==> src/shared/tsn_pkg.sv <==
// constants and types shared by the terminal status notify block
// Behaviour
// - run bit fifteen high only in run
// - no controller access while run bit low, after the one write that clears it
// - periodically rewrite one into run bit
// - screen change sets bit twelve, clears after notify
// - numeral entry sets bit eleven, clears after notify
// - write status word whenever status changes
package tsn_pkg;

  // clock rate and refresh interval of the run bit
  localparam int unsigned TSN_CLK_HZ = 10_000_000;
  localparam int unsigned TSN_REFRESH_MS = 1000;
  localparam int unsigned TSN_REFRESH_CYC = TSN_REFRESH_MS * (TSN_CLK_HZ / 1000);
  localparam int unsigned TSN_TMR_W = 24;

  // status word layout
  localparam int unsigned TSN_WORD_W = 16;
  localparam int unsigned TSN_BIT_RUN = 15;
  localparam int unsigned TSN_BIT_SCR = 12;
  localparam int unsigned TSN_BIT_NUM = 11;
  localparam logic [15:0] TSN_WORD_RST = 16'h0000;

  // register byte offsets on the avalon slave
  localparam logic [3:0] TSN_OFF_WORD = 4'h0;
  localparam logic [3:0] TSN_OFF_CTRL = 4'h4;
  localparam logic [3:0] TSN_OFF_IRQ_STAT = 4'h8;
  localparam logic [3:0] TSN_OFF_IRQ_MASK = 4'hC;

  // control and interrupt fields
  localparam int unsigned TSN_CTRL_EN = 0;
  localparam logic TSN_CTRL_RST = 1'h1;
  localparam int unsigned TSN_WORD_BUSY = 16;
  localparam int unsigned TSN_IRQ_W = 4;
  localparam int unsigned TSN_IRQ_SCR = 0;
  localparam int unsigned TSN_IRQ_NUM = 1;
  localparam int unsigned TSN_IRQ_DONE = 2;
  localparam int unsigned TSN_IRQ_STOP = 3;
  localparam logic [3:0] TSN_IRQ_RST = 4'h0;

  typedef enum logic {TSN_ST_IDLE, TSN_ST_WRITE} tsn_state_t;

endpackage

==> src/tsn_refresh_timer.sv <==
// interval timer that paces the run bit refresh
`timescale 1ns/100ps
`default_nettype none
module tsn_refresh_timer
  import tsn_pkg::*;
#(
  parameter int unsigned PERIOD = TSN_REFRESH_CYC
)
(
  input wire logic clk_sys,
  input wire logic rst_b,
  input wire logic run,
  output logic tick
);

  localparam logic [TSN_TMR_W-1:0] LAST = TSN_TMR_W'(PERIOD - 1);

  logic [TSN_TMR_W-1:0] count_reg;

  // restart from zero whenever run mode is left so the first tick is a full period away
  always_ff @(posedge clk_sys)
  begin
    if (!rst_b || !run)
    begin
      count_reg <= '0;
    end
    else if (count_reg == LAST)
    begin
      count_reg <= '0;
    end
    else
    begin
      count_reg <= count_reg + TSN_TMR_W'(1);
    end
  end

  assign tick = run && (count_reg == LAST);

endmodule
`default_nettype wire

==> src/tsn_status_notify.sv <==
// status notify word writer with avalon register slave
`timescale 1ns/100ps
`default_nettype none
module tsn_status_notify
  import tsn_pkg::*;
#(
  parameter int unsigned REFRESH_CYCLES = TSN_REFRESH_CYC
)
(
  input wire logic clk_sys,
  input wire logic rst_b,
  input wire logic [3:0] avs_address,
  input wire logic avs_read,
  input wire logic avs_write,
  input wire logic [31:0] avs_writedata,
  input wire logic [3:0] avs_byteenable,
  output logic [31:0] avs_readdata,
  output logic avs_waitrequest,
  input wire logic run_mode,
  input wire logic sys_menu_shown,
  input wire logic screen_switched,
  input wire logic numeral_entered,
  output logic notify_wr_req,
  output logic [15:0] notify_wr_data,
  input wire logic notify_wr_ack,
  output logic irq
);

  // assemble the word that goes to controller memory
  function automatic logic [15:0] build_word(input logic run, input logic scr, input logic num);
    logic [15:0] w;
    w = TSN_WORD_RST;
    w[TSN_BIT_RUN] = run;
    w[TSN_BIT_SCR] = scr;
    w[TSN_BIT_NUM] = num;
    return w;
  endfunction

  tsn_state_t state_reg;
  logic run_reg;
  logic scr_pend_reg;
  logic num_pend_reg;
  logic refresh_pend_reg;
  logic [15:0] sent_word_reg;
  logic [15:0] wr_data_reg;
  logic ctrl_en_reg;
  logic [TSN_IRQ_W-1:0] irq_stat_reg;
  logic [TSN_IRQ_W-1:0] irq_mask_reg;
  logic [TSN_IRQ_W-1:0] irq_next;
  logic ack_reg;
  logic [31:0] rdata_reg;
  logic [15:0] cur_word;
  logic access_ok;
  logic start_wr;
  logic done_wr;
  logic tick;
  logic bus_req;
  logic bus_wr;
  logic [TSN_IRQ_W-1:0] w1c;

  // run bit is high only in run mode with no system menu up
  // run bit level
  always_ff @(posedge clk_sys)
  begin
    if (!rst_b)
    begin
      run_reg <= 1'b0;
    end
    else
    begin
      run_reg <= run_mode && !sys_menu_shown;
    end
  end

  tsn_refresh_timer #(
    .PERIOD(REFRESH_CYCLES)
  ) u_timer (
    .clk_sys(clk_sys),
    .rst_b(rst_b),
    .run(run_reg),
    .tick(tick)
  );

  assign cur_word = build_word(run_reg, scr_pend_reg, num_pend_reg);
  assign done_wr = (state_reg == TSN_ST_WRITE) && notify_wr_ack;

  // access allowed while running, plus one last write that drops the run bit
  // no access stopped
  assign access_ok = ctrl_en_reg && (run_reg || sent_word_reg[TSN_BIT_RUN]);

  assign start_wr = (state_reg == TSN_ST_IDLE) && access_ok
                    && ((cur_word != sent_word_reg) || refresh_pend_reg);

  // periodic rewrite restores a run bit the controller cleared
  // refresh run bit
  always_ff @(posedge clk_sys)
  begin
    if (!rst_b || !run_reg)
    begin
      refresh_pend_reg <= 1'b0;
    end
    else if (tick)
    begin
      refresh_pend_reg <= 1'b1;
    end
    else if (start_wr)
    begin
      refresh_pend_reg <= 1'b0;
    end
  end

  // screen strobe; a new event in the ack cycle wins over the clear
  // screen strobe
  always_ff @(posedge clk_sys)
  begin
    if (!rst_b)
    begin
      scr_pend_reg <= 1'b0;
    end
    else if (screen_switched && run_reg)
    begin
      scr_pend_reg <= 1'b1;
    end
    else if (done_wr && wr_data_reg[TSN_BIT_SCR])
    begin
      scr_pend_reg <= 1'b0;
    end
  end

  // numeral strobe, same set-over-clear handling
  // numeral strobe
  always_ff @(posedge clk_sys)
  begin
    if (!rst_b)
    begin
      num_pend_reg <= 1'b0;
    end
    else if (numeral_entered && run_reg)
    begin
      num_pend_reg <= 1'b1;
    end
    else if (done_wr && wr_data_reg[TSN_BIT_NUM])
    begin
      num_pend_reg <= 1'b0;
    end
  end

  // write sequencer; the word is frozen for the whole write, later changes wait
  // merge pending changes
  always_ff @(posedge clk_sys)
  begin
    if (!rst_b)
    begin
      state_reg <= TSN_ST_IDLE;
      wr_data_reg <= TSN_WORD_RST;
      sent_word_reg <= TSN_WORD_RST;
    end
    else
    begin
      case (state_reg)
        TSN_ST_IDLE:
        begin
          if (start_wr)
          begin
            wr_data_reg <= cur_word;
            state_reg <= TSN_ST_WRITE;
          end
        end
        TSN_ST_WRITE:
        begin
          if (notify_wr_ack)
          begin
            sent_word_reg <= wr_data_reg;
            state_reg <= TSN_ST_IDLE;
          end
        end
        default:
        begin
          state_reg <= TSN_ST_IDLE;
        end
      endcase
    end
  end

  assign notify_wr_req = (state_reg == TSN_ST_WRITE);
  assign notify_wr_data = wr_data_reg;

  // avalon slave: one wait cycle, then the request completes
  assign bus_req = avs_read || avs_write;
  assign bus_wr = avs_write && ack_reg && avs_byteenable[0];
  assign avs_waitrequest = bus_req && !ack_reg;

  always_ff @(posedge clk_sys)
  begin
    if (!rst_b)
    begin
      ack_reg <= 1'b0;
    end
    else
    begin
      ack_reg <= bus_req && !ack_reg;
    end
  end

  // read data settles during the wait cycle; unmapped offsets read zero
  always_ff @(posedge clk_sys)
  begin
    if (!rst_b)
    begin
      rdata_reg <= '0;
    end
    else if (avs_read && !ack_reg)
    begin
      rdata_reg <= '0;
      case (avs_address)
        TSN_OFF_WORD:
        begin
          rdata_reg[TSN_WORD_W-1:0] <= cur_word;
          rdata_reg[TSN_WORD_BUSY] <= notify_wr_req;
        end
        TSN_OFF_CTRL: rdata_reg[TSN_CTRL_EN] <= ctrl_en_reg;
        TSN_OFF_IRQ_STAT: rdata_reg[TSN_IRQ_W-1:0] <= irq_stat_reg;
        TSN_OFF_IRQ_MASK: rdata_reg[TSN_IRQ_W-1:0] <= irq_mask_reg;
        default: rdata_reg <= '0;
      endcase
    end
  end

  assign avs_readdata = rdata_reg;

  // software control: notification enable and interrupt mask
  always_ff @(posedge clk_sys)
  begin
    if (!rst_b)
    begin
      ctrl_en_reg <= TSN_CTRL_RST;
      irq_mask_reg <= TSN_IRQ_RST;
    end
    else if (bus_wr && (avs_address == TSN_OFF_CTRL))
    begin
      ctrl_en_reg <= avs_writedata[TSN_CTRL_EN];
    end
    else if (bus_wr && (avs_address == TSN_OFF_IRQ_MASK))
    begin
      irq_mask_reg <= avs_writedata[TSN_IRQ_W-1:0];
    end
  end

  // sticky events, cleared by writing one; a same-cycle event keeps its bit
  assign w1c = (bus_wr && (avs_address == TSN_OFF_IRQ_STAT))
               ? avs_writedata[TSN_IRQ_W-1:0] : TSN_IRQ_RST;

  always_comb
  begin
    irq_next = irq_stat_reg & ~w1c;
    if (screen_switched && run_reg)
    begin
      irq_next[TSN_IRQ_SCR] = 1'b1;
    end
    if (numeral_entered && run_reg)
    begin
      irq_next[TSN_IRQ_NUM] = 1'b1;
    end
    if (done_wr)
    begin
      irq_next[TSN_IRQ_DONE] = 1'b1;
    end
    if (run_reg && !(run_mode && !sys_menu_shown))
    begin
      irq_next[TSN_IRQ_STOP] = 1'b1;
    end
  end

  always_ff @(posedge clk_sys)
  begin
    if (!rst_b)
    begin
      irq_stat_reg <= TSN_IRQ_RST;
    end
    else
    begin
      irq_stat_reg <= irq_next;
    end
  end

  assign irq = |(irq_stat_reg & irq_mask_reg);
endmodule
`default_nettype wire

==> config.mk <==
export PLATFORM = sky130hd
export DESIGN_NAME = tsn_status_notify
export DESIGN_NICKNAME = d
export VERILOG_FILES = /design/src/shared/tsn_pkg.sv /design/src/tsn_refresh_timer.sv /design/src/tsn_status_notify.sv
export SDC_FILE = /design/constraint.sdc
export NUM_CORES = 1
export LEC_CHECK = 0
export ABC_AREA = 1
export CORE_AREA = 3 3 79 81
export DETAILED_ROUTE_END_ITERATION = 7
export DIE_AREA = 0 0 82 84
export DONT_BUFFER_PORTS = 1
export HOLD_SLACK_MARGIN = 0.15
export PLACE_DENSITY_LB_ADDON = 0.1
export SYNTH_ARGS = -nofsm -noshare
export SYNTH_HDL_FRONTEND = slang
export SYNTH_HIERARCHICAL = 1
export SYNTH_SLANG_ARGS = --single-unit
==> constraint.sdc <==
create_clock -name clk_sys -period 3.2 [get_ports clk_sys]
set_input_delay 0.48 -clock clk_sys [delete_from_list [all_inputs] [get_ports clk_sys]]
set_output_delay 0.48 -clock clk_sys [all_outputs]
set_load 0.005 [all_outputs]
==> impl_results.md <==
* Proportion of register bits with asynchronous set or reset after synthesis at 0%
* Clk_skew at roughly 0.012 ns
* Portion of the clock cycle consumed by the worst path in the final layout at between 40% and 50%
* Remaining DRCs at 0
* Via count at around 2400
* Critical path data required time at 3.37 ns
* Initial core utilization at 55.6%
* Via count of the first global-routing pass at 2186
* Wire length reported by the detailed router at 5740 µm
* Reg2Reg Depth at 6
* Count leader, synth: sky130_fd_sc_hd__nand2_1
* Number of cells upsized or downsized after cts at 0
* Final non-filler cell total at slightly above 500
* Clock input transition at the sequential cells of the worst setup and hold paths at 0.10 ns
* Remaining antenna violation count at 0
* Number of antenna violations at the first check in global routing at 0
* Wire length of the first global-routing pass at between 9000 and 10000 µm
* PnR worst setup slack at about 1.6 ns
* Unique cell type count in the Yosys netlist at 31
* Number of I/O pins at 100
* Clock Tree Buf Depth at 2
* Number of synthesized flops with an enable pin at 0
* Worst min-delay path category: primary input to register
* Setup violators final at 0
* Synth top area cells: sky130_fd_sc_hd__dfxtp_1, sky130_fd_sc_hd__nand2_1, sky130_fd_sc_hd__buf_4, sky130_fd_sc_hd__inv_1, sky130_fd_sc_hd__nor2_1
* TritonCTS clock tree: done
* Worst-Margin Slew at 0.629 ns
* Synth Warn # at 6
* Critical path endpoint category: register
* Gate count of the mapped netlist at ~440
* Final hold vios at 0
* Cell Pwr Density at just under 400 mW/mm²
* Floorplan core area at roughly 0.0055 mm²
* Most numerous cell types in the synthesized netlist: sky130_fd_sc_hd__nand2_1, sky130_fd_sc_hd__dfxtp_1, sky130_fd_sc_hd__inv_1
* Static Leak at 1.26 nW
* Count of maximum capacitance violations at 0
* Diode count at 0
* DRT Pass-1 Iters at 4
* Top-area cell type share of the netlist area at roughly a third
* Result of the run: completed
* Arr. time, crit path at between 1.5 and 2 ns
* Total setup buffers inserted after CTS at 0
* Synth Flop Type: sky130_fd_sc_hd__dfxtp_1
* Final number of max-transition violations at 0
* Placer congestion estimate at 0.822
* Worst reg2reg setup slack at around 1.6 ns
* Shortest clock period the worst path allows after layout at between 1.5 and 2 ns
* Width of the die at about 80 µm
* Number of storage elements in the synthesis netlist at 53
* Maximum number of pins on one net before global-route repair at 25
* Num rows at 27
* Summed instance area of the synthesized netlist at ~0.0031 mm²
* Routed len/inst at roughly 11 µm
* Number of cells on the worst hold path at 1
* Clock root cell: sky130_fd_sc_hd__clkbuf_8
* Fraction of final layout cells with drive strength greater than 1 at between 10% and 20%
* Unrepaired setup endpoints after global routing: false
* Initial drt markers at between 100 and 150
* Total Die Area at approximately 0.007 mm²
* Core occupancy in the finished layout at between 50% and 60%
* Share of the yosys chip area belonging to registers at roughly 34%
* Htree depth at 2
* IO buf count at 0
* Signed area change from the synthesized netlist to the final layout at -0.162%
* Half-perimeter wire length after detailed placement at around 4400 µm
* Max-slew headroom at the worst pin at 57.7%
* Max Fclk at 0.639 GHz
* Number of buffers inserted by hold repair at cts at 0
* Layout net count at 489
* Flip-flop count of the largest register after layout at 24
* Total negative setup slack at 0 ns
* Highest ir drop seen on vdd at ~0.23 mV
* Maximum net fanout on the critical path at 24
* Largest area contributor in the netlist: sky130_fd_sc_hd__dfxtp_1
* Worst-Skew Late Latency at ~0.30 ns
* Die Y at 84 µm
* Average cell area after synthesis at 7.04 µm²
* Worst Path Class, Setup: register to register
* Vias per cell at around 4.7
* Kind of start point of the critical path: register
* TritonCTS Buffers at 5
* Total clock sinks at 53
* Leftover overflow at the end of global routing at 0
* Minimum setup slack after placement at 1.63 ns
* Post-placement cell count at a little over 500
* GRT Util Overall at 17.6%
## final cells by class
type                            count  area, µm²
Fill cell                         570       2460
Multi-Input combinational cell    324       1610
Sequential cell                    53       1060
Inverter                           54        203
Tap cell                           72       90.1
Clock buffer                        6       72.6
Clock inverter                      2       38.8
## cell usage in the layout, fill, tap and decap left out
| cell type | synthesis | layout |
|---|---|---|
| sky130_fd_sc_hd__a21oi_1 | 24 | 24 |
| sky130_fd_sc_hd__a21oi_2 | 1 | 1 |
| sky130_fd_sc_hd__and2_1 | 1 | 1 |
| sky130_fd_sc_hd__bufinv_16 | 0 | 1 |
| sky130_fd_sc_hd__clkbuf_1 | 1 | 1 |
| sky130_fd_sc_hd__clkbuf_8 | 0 | 5 |
| sky130_fd_sc_hd__clkinv_4 | 0 | 1 |
| sky130_fd_sc_hd__conb_1 | 1 | 37 |
| sky130_fd_sc_hd__dfxtp_1 | 53 | 53 |
| sky130_fd_sc_hd__ha_1 | 2 | 2 |
| sky130_fd_sc_hd__inv_1 | 50 | 50 |
| sky130_fd_sc_hd__inv_2 | 4 | 4 |
| sky130_fd_sc_hd__nand2_1 | 97 | 97 |
| sky130_fd_sc_hd__nand2_2 | 7 | 7 |
| sky130_fd_sc_hd__nand2_4 | 2 | 2 |
| sky130_fd_sc_hd__nand3_1 | 29 | 29 |
| sky130_fd_sc_hd__nand3_2 | 3 | 3 |
| sky130_fd_sc_hd__nand3b_1 | 2 | 2 |
| sky130_fd_sc_hd__nand4_1 | 3 | 3 |
| sky130_fd_sc_hd__nor2_1 | 47 | 47 |
| sky130_fd_sc_hd__nor2_2 | 22 | 22 |
| sky130_fd_sc_hd__nor2_4 | 6 | 6 |
| sky130_fd_sc_hd__nor2_8 | 2 | 2 |
| sky130_fd_sc_hd__nor3_1 | 9 | 9 |
| sky130_fd_sc_hd__nor3_4 | 1 | 1 |
| sky130_fd_sc_hd__nor3b_1 | 1 | 1 |
| sky130_fd_sc_hd__o21ai_0 | 15 | 15 |
| sky130_fd_sc_hd__o21bai_1 | 1 | 1 |
| sky130_fd_sc_hd__or2_0 | 2 | 2 |
| sky130_fd_sc_hd__xnor2_1 | 3 | 3 |
| sky130_fd_sc_hd__xor2_1 | 7 | 7 |
## per-stage QoR
stage / hold WS (ns) / power [mW] / instance area, µm²
after floorplan: 0.427 / 0.788 / 3220
after global placement: 0.441 / 0.761 / 2970
after detailed placement: 0.443 / 0.762 / 2970
after CTS: 0.232 / 1.22 / 3080
after global routing: 0.219 / 1.27 / 3080
final: 0.243 / 1.20 / 3080
## worst paths after layout
kind                        start              endpoint
min                sys_menu_shown               run_reg
min reg2reg  u_timer/count_reg[0]  u_timer/count_reg[0]
max          u_timer/count_reg[0]  u_timer/count_reg[8]
max reg2reg  u_timer/count_reg[0]  u_timer/count_reg[8]
## worst max-delay path, cell delays in order (launching register included)
cell,delay (ns)
sky130_fd_sc_hd__dfxtp_1,0.38
sky130_fd_sc_hd__ha_1,0.22
sky130_fd_sc_hd__nand3_2,0.14
sky130_fd_sc_hd__nor2_1,0.20
sky130_fd_sc_hd__nand3_2,0.12
sky130_fd_sc_hd__nand2_4,0.31
sky130_fd_sc_hd__a21oi_1,0.08
## per-layer routing
layer / routed length [µm] / GRT usage (%) / up-vias
met5: 0 / 0 / -
met1: 2860 / 24.5 / 1072
met3: 343 / 3.35 / 2
met4: 25 / 4.98 / 0
met2: 2520 / 27.3 / 69
li1: - / - / 1284
## power by group
part | leakage, nW | internal, mW | switching, mW
Combinational | 0.780 | 0.0180 | 0.0461
Clock | 0.0554 | 0.235 | 0.221
Sequential | 0.429 | 0.672 | 0.0113
Total | 1.26 | 0.925 | 0.279
## cell families (layout without fill, tap and decap cells)
family / count (synthesis) / in the layout / share of synthesized area (%)
fa+ha+maj: 2 / 2 / 0.812
xor+xnor: 10 / 10 / 2.84
buf+inv: 97 / 62 / 17.7
other cells: 1 / 37 / 0.122
compound gates: 41 / 41 / 6.86
simple gates: 234 / 234 / 37.3
flops: 53 / 53 / 34.4
No activity file was read; power rests on OpenSTA's default activity.
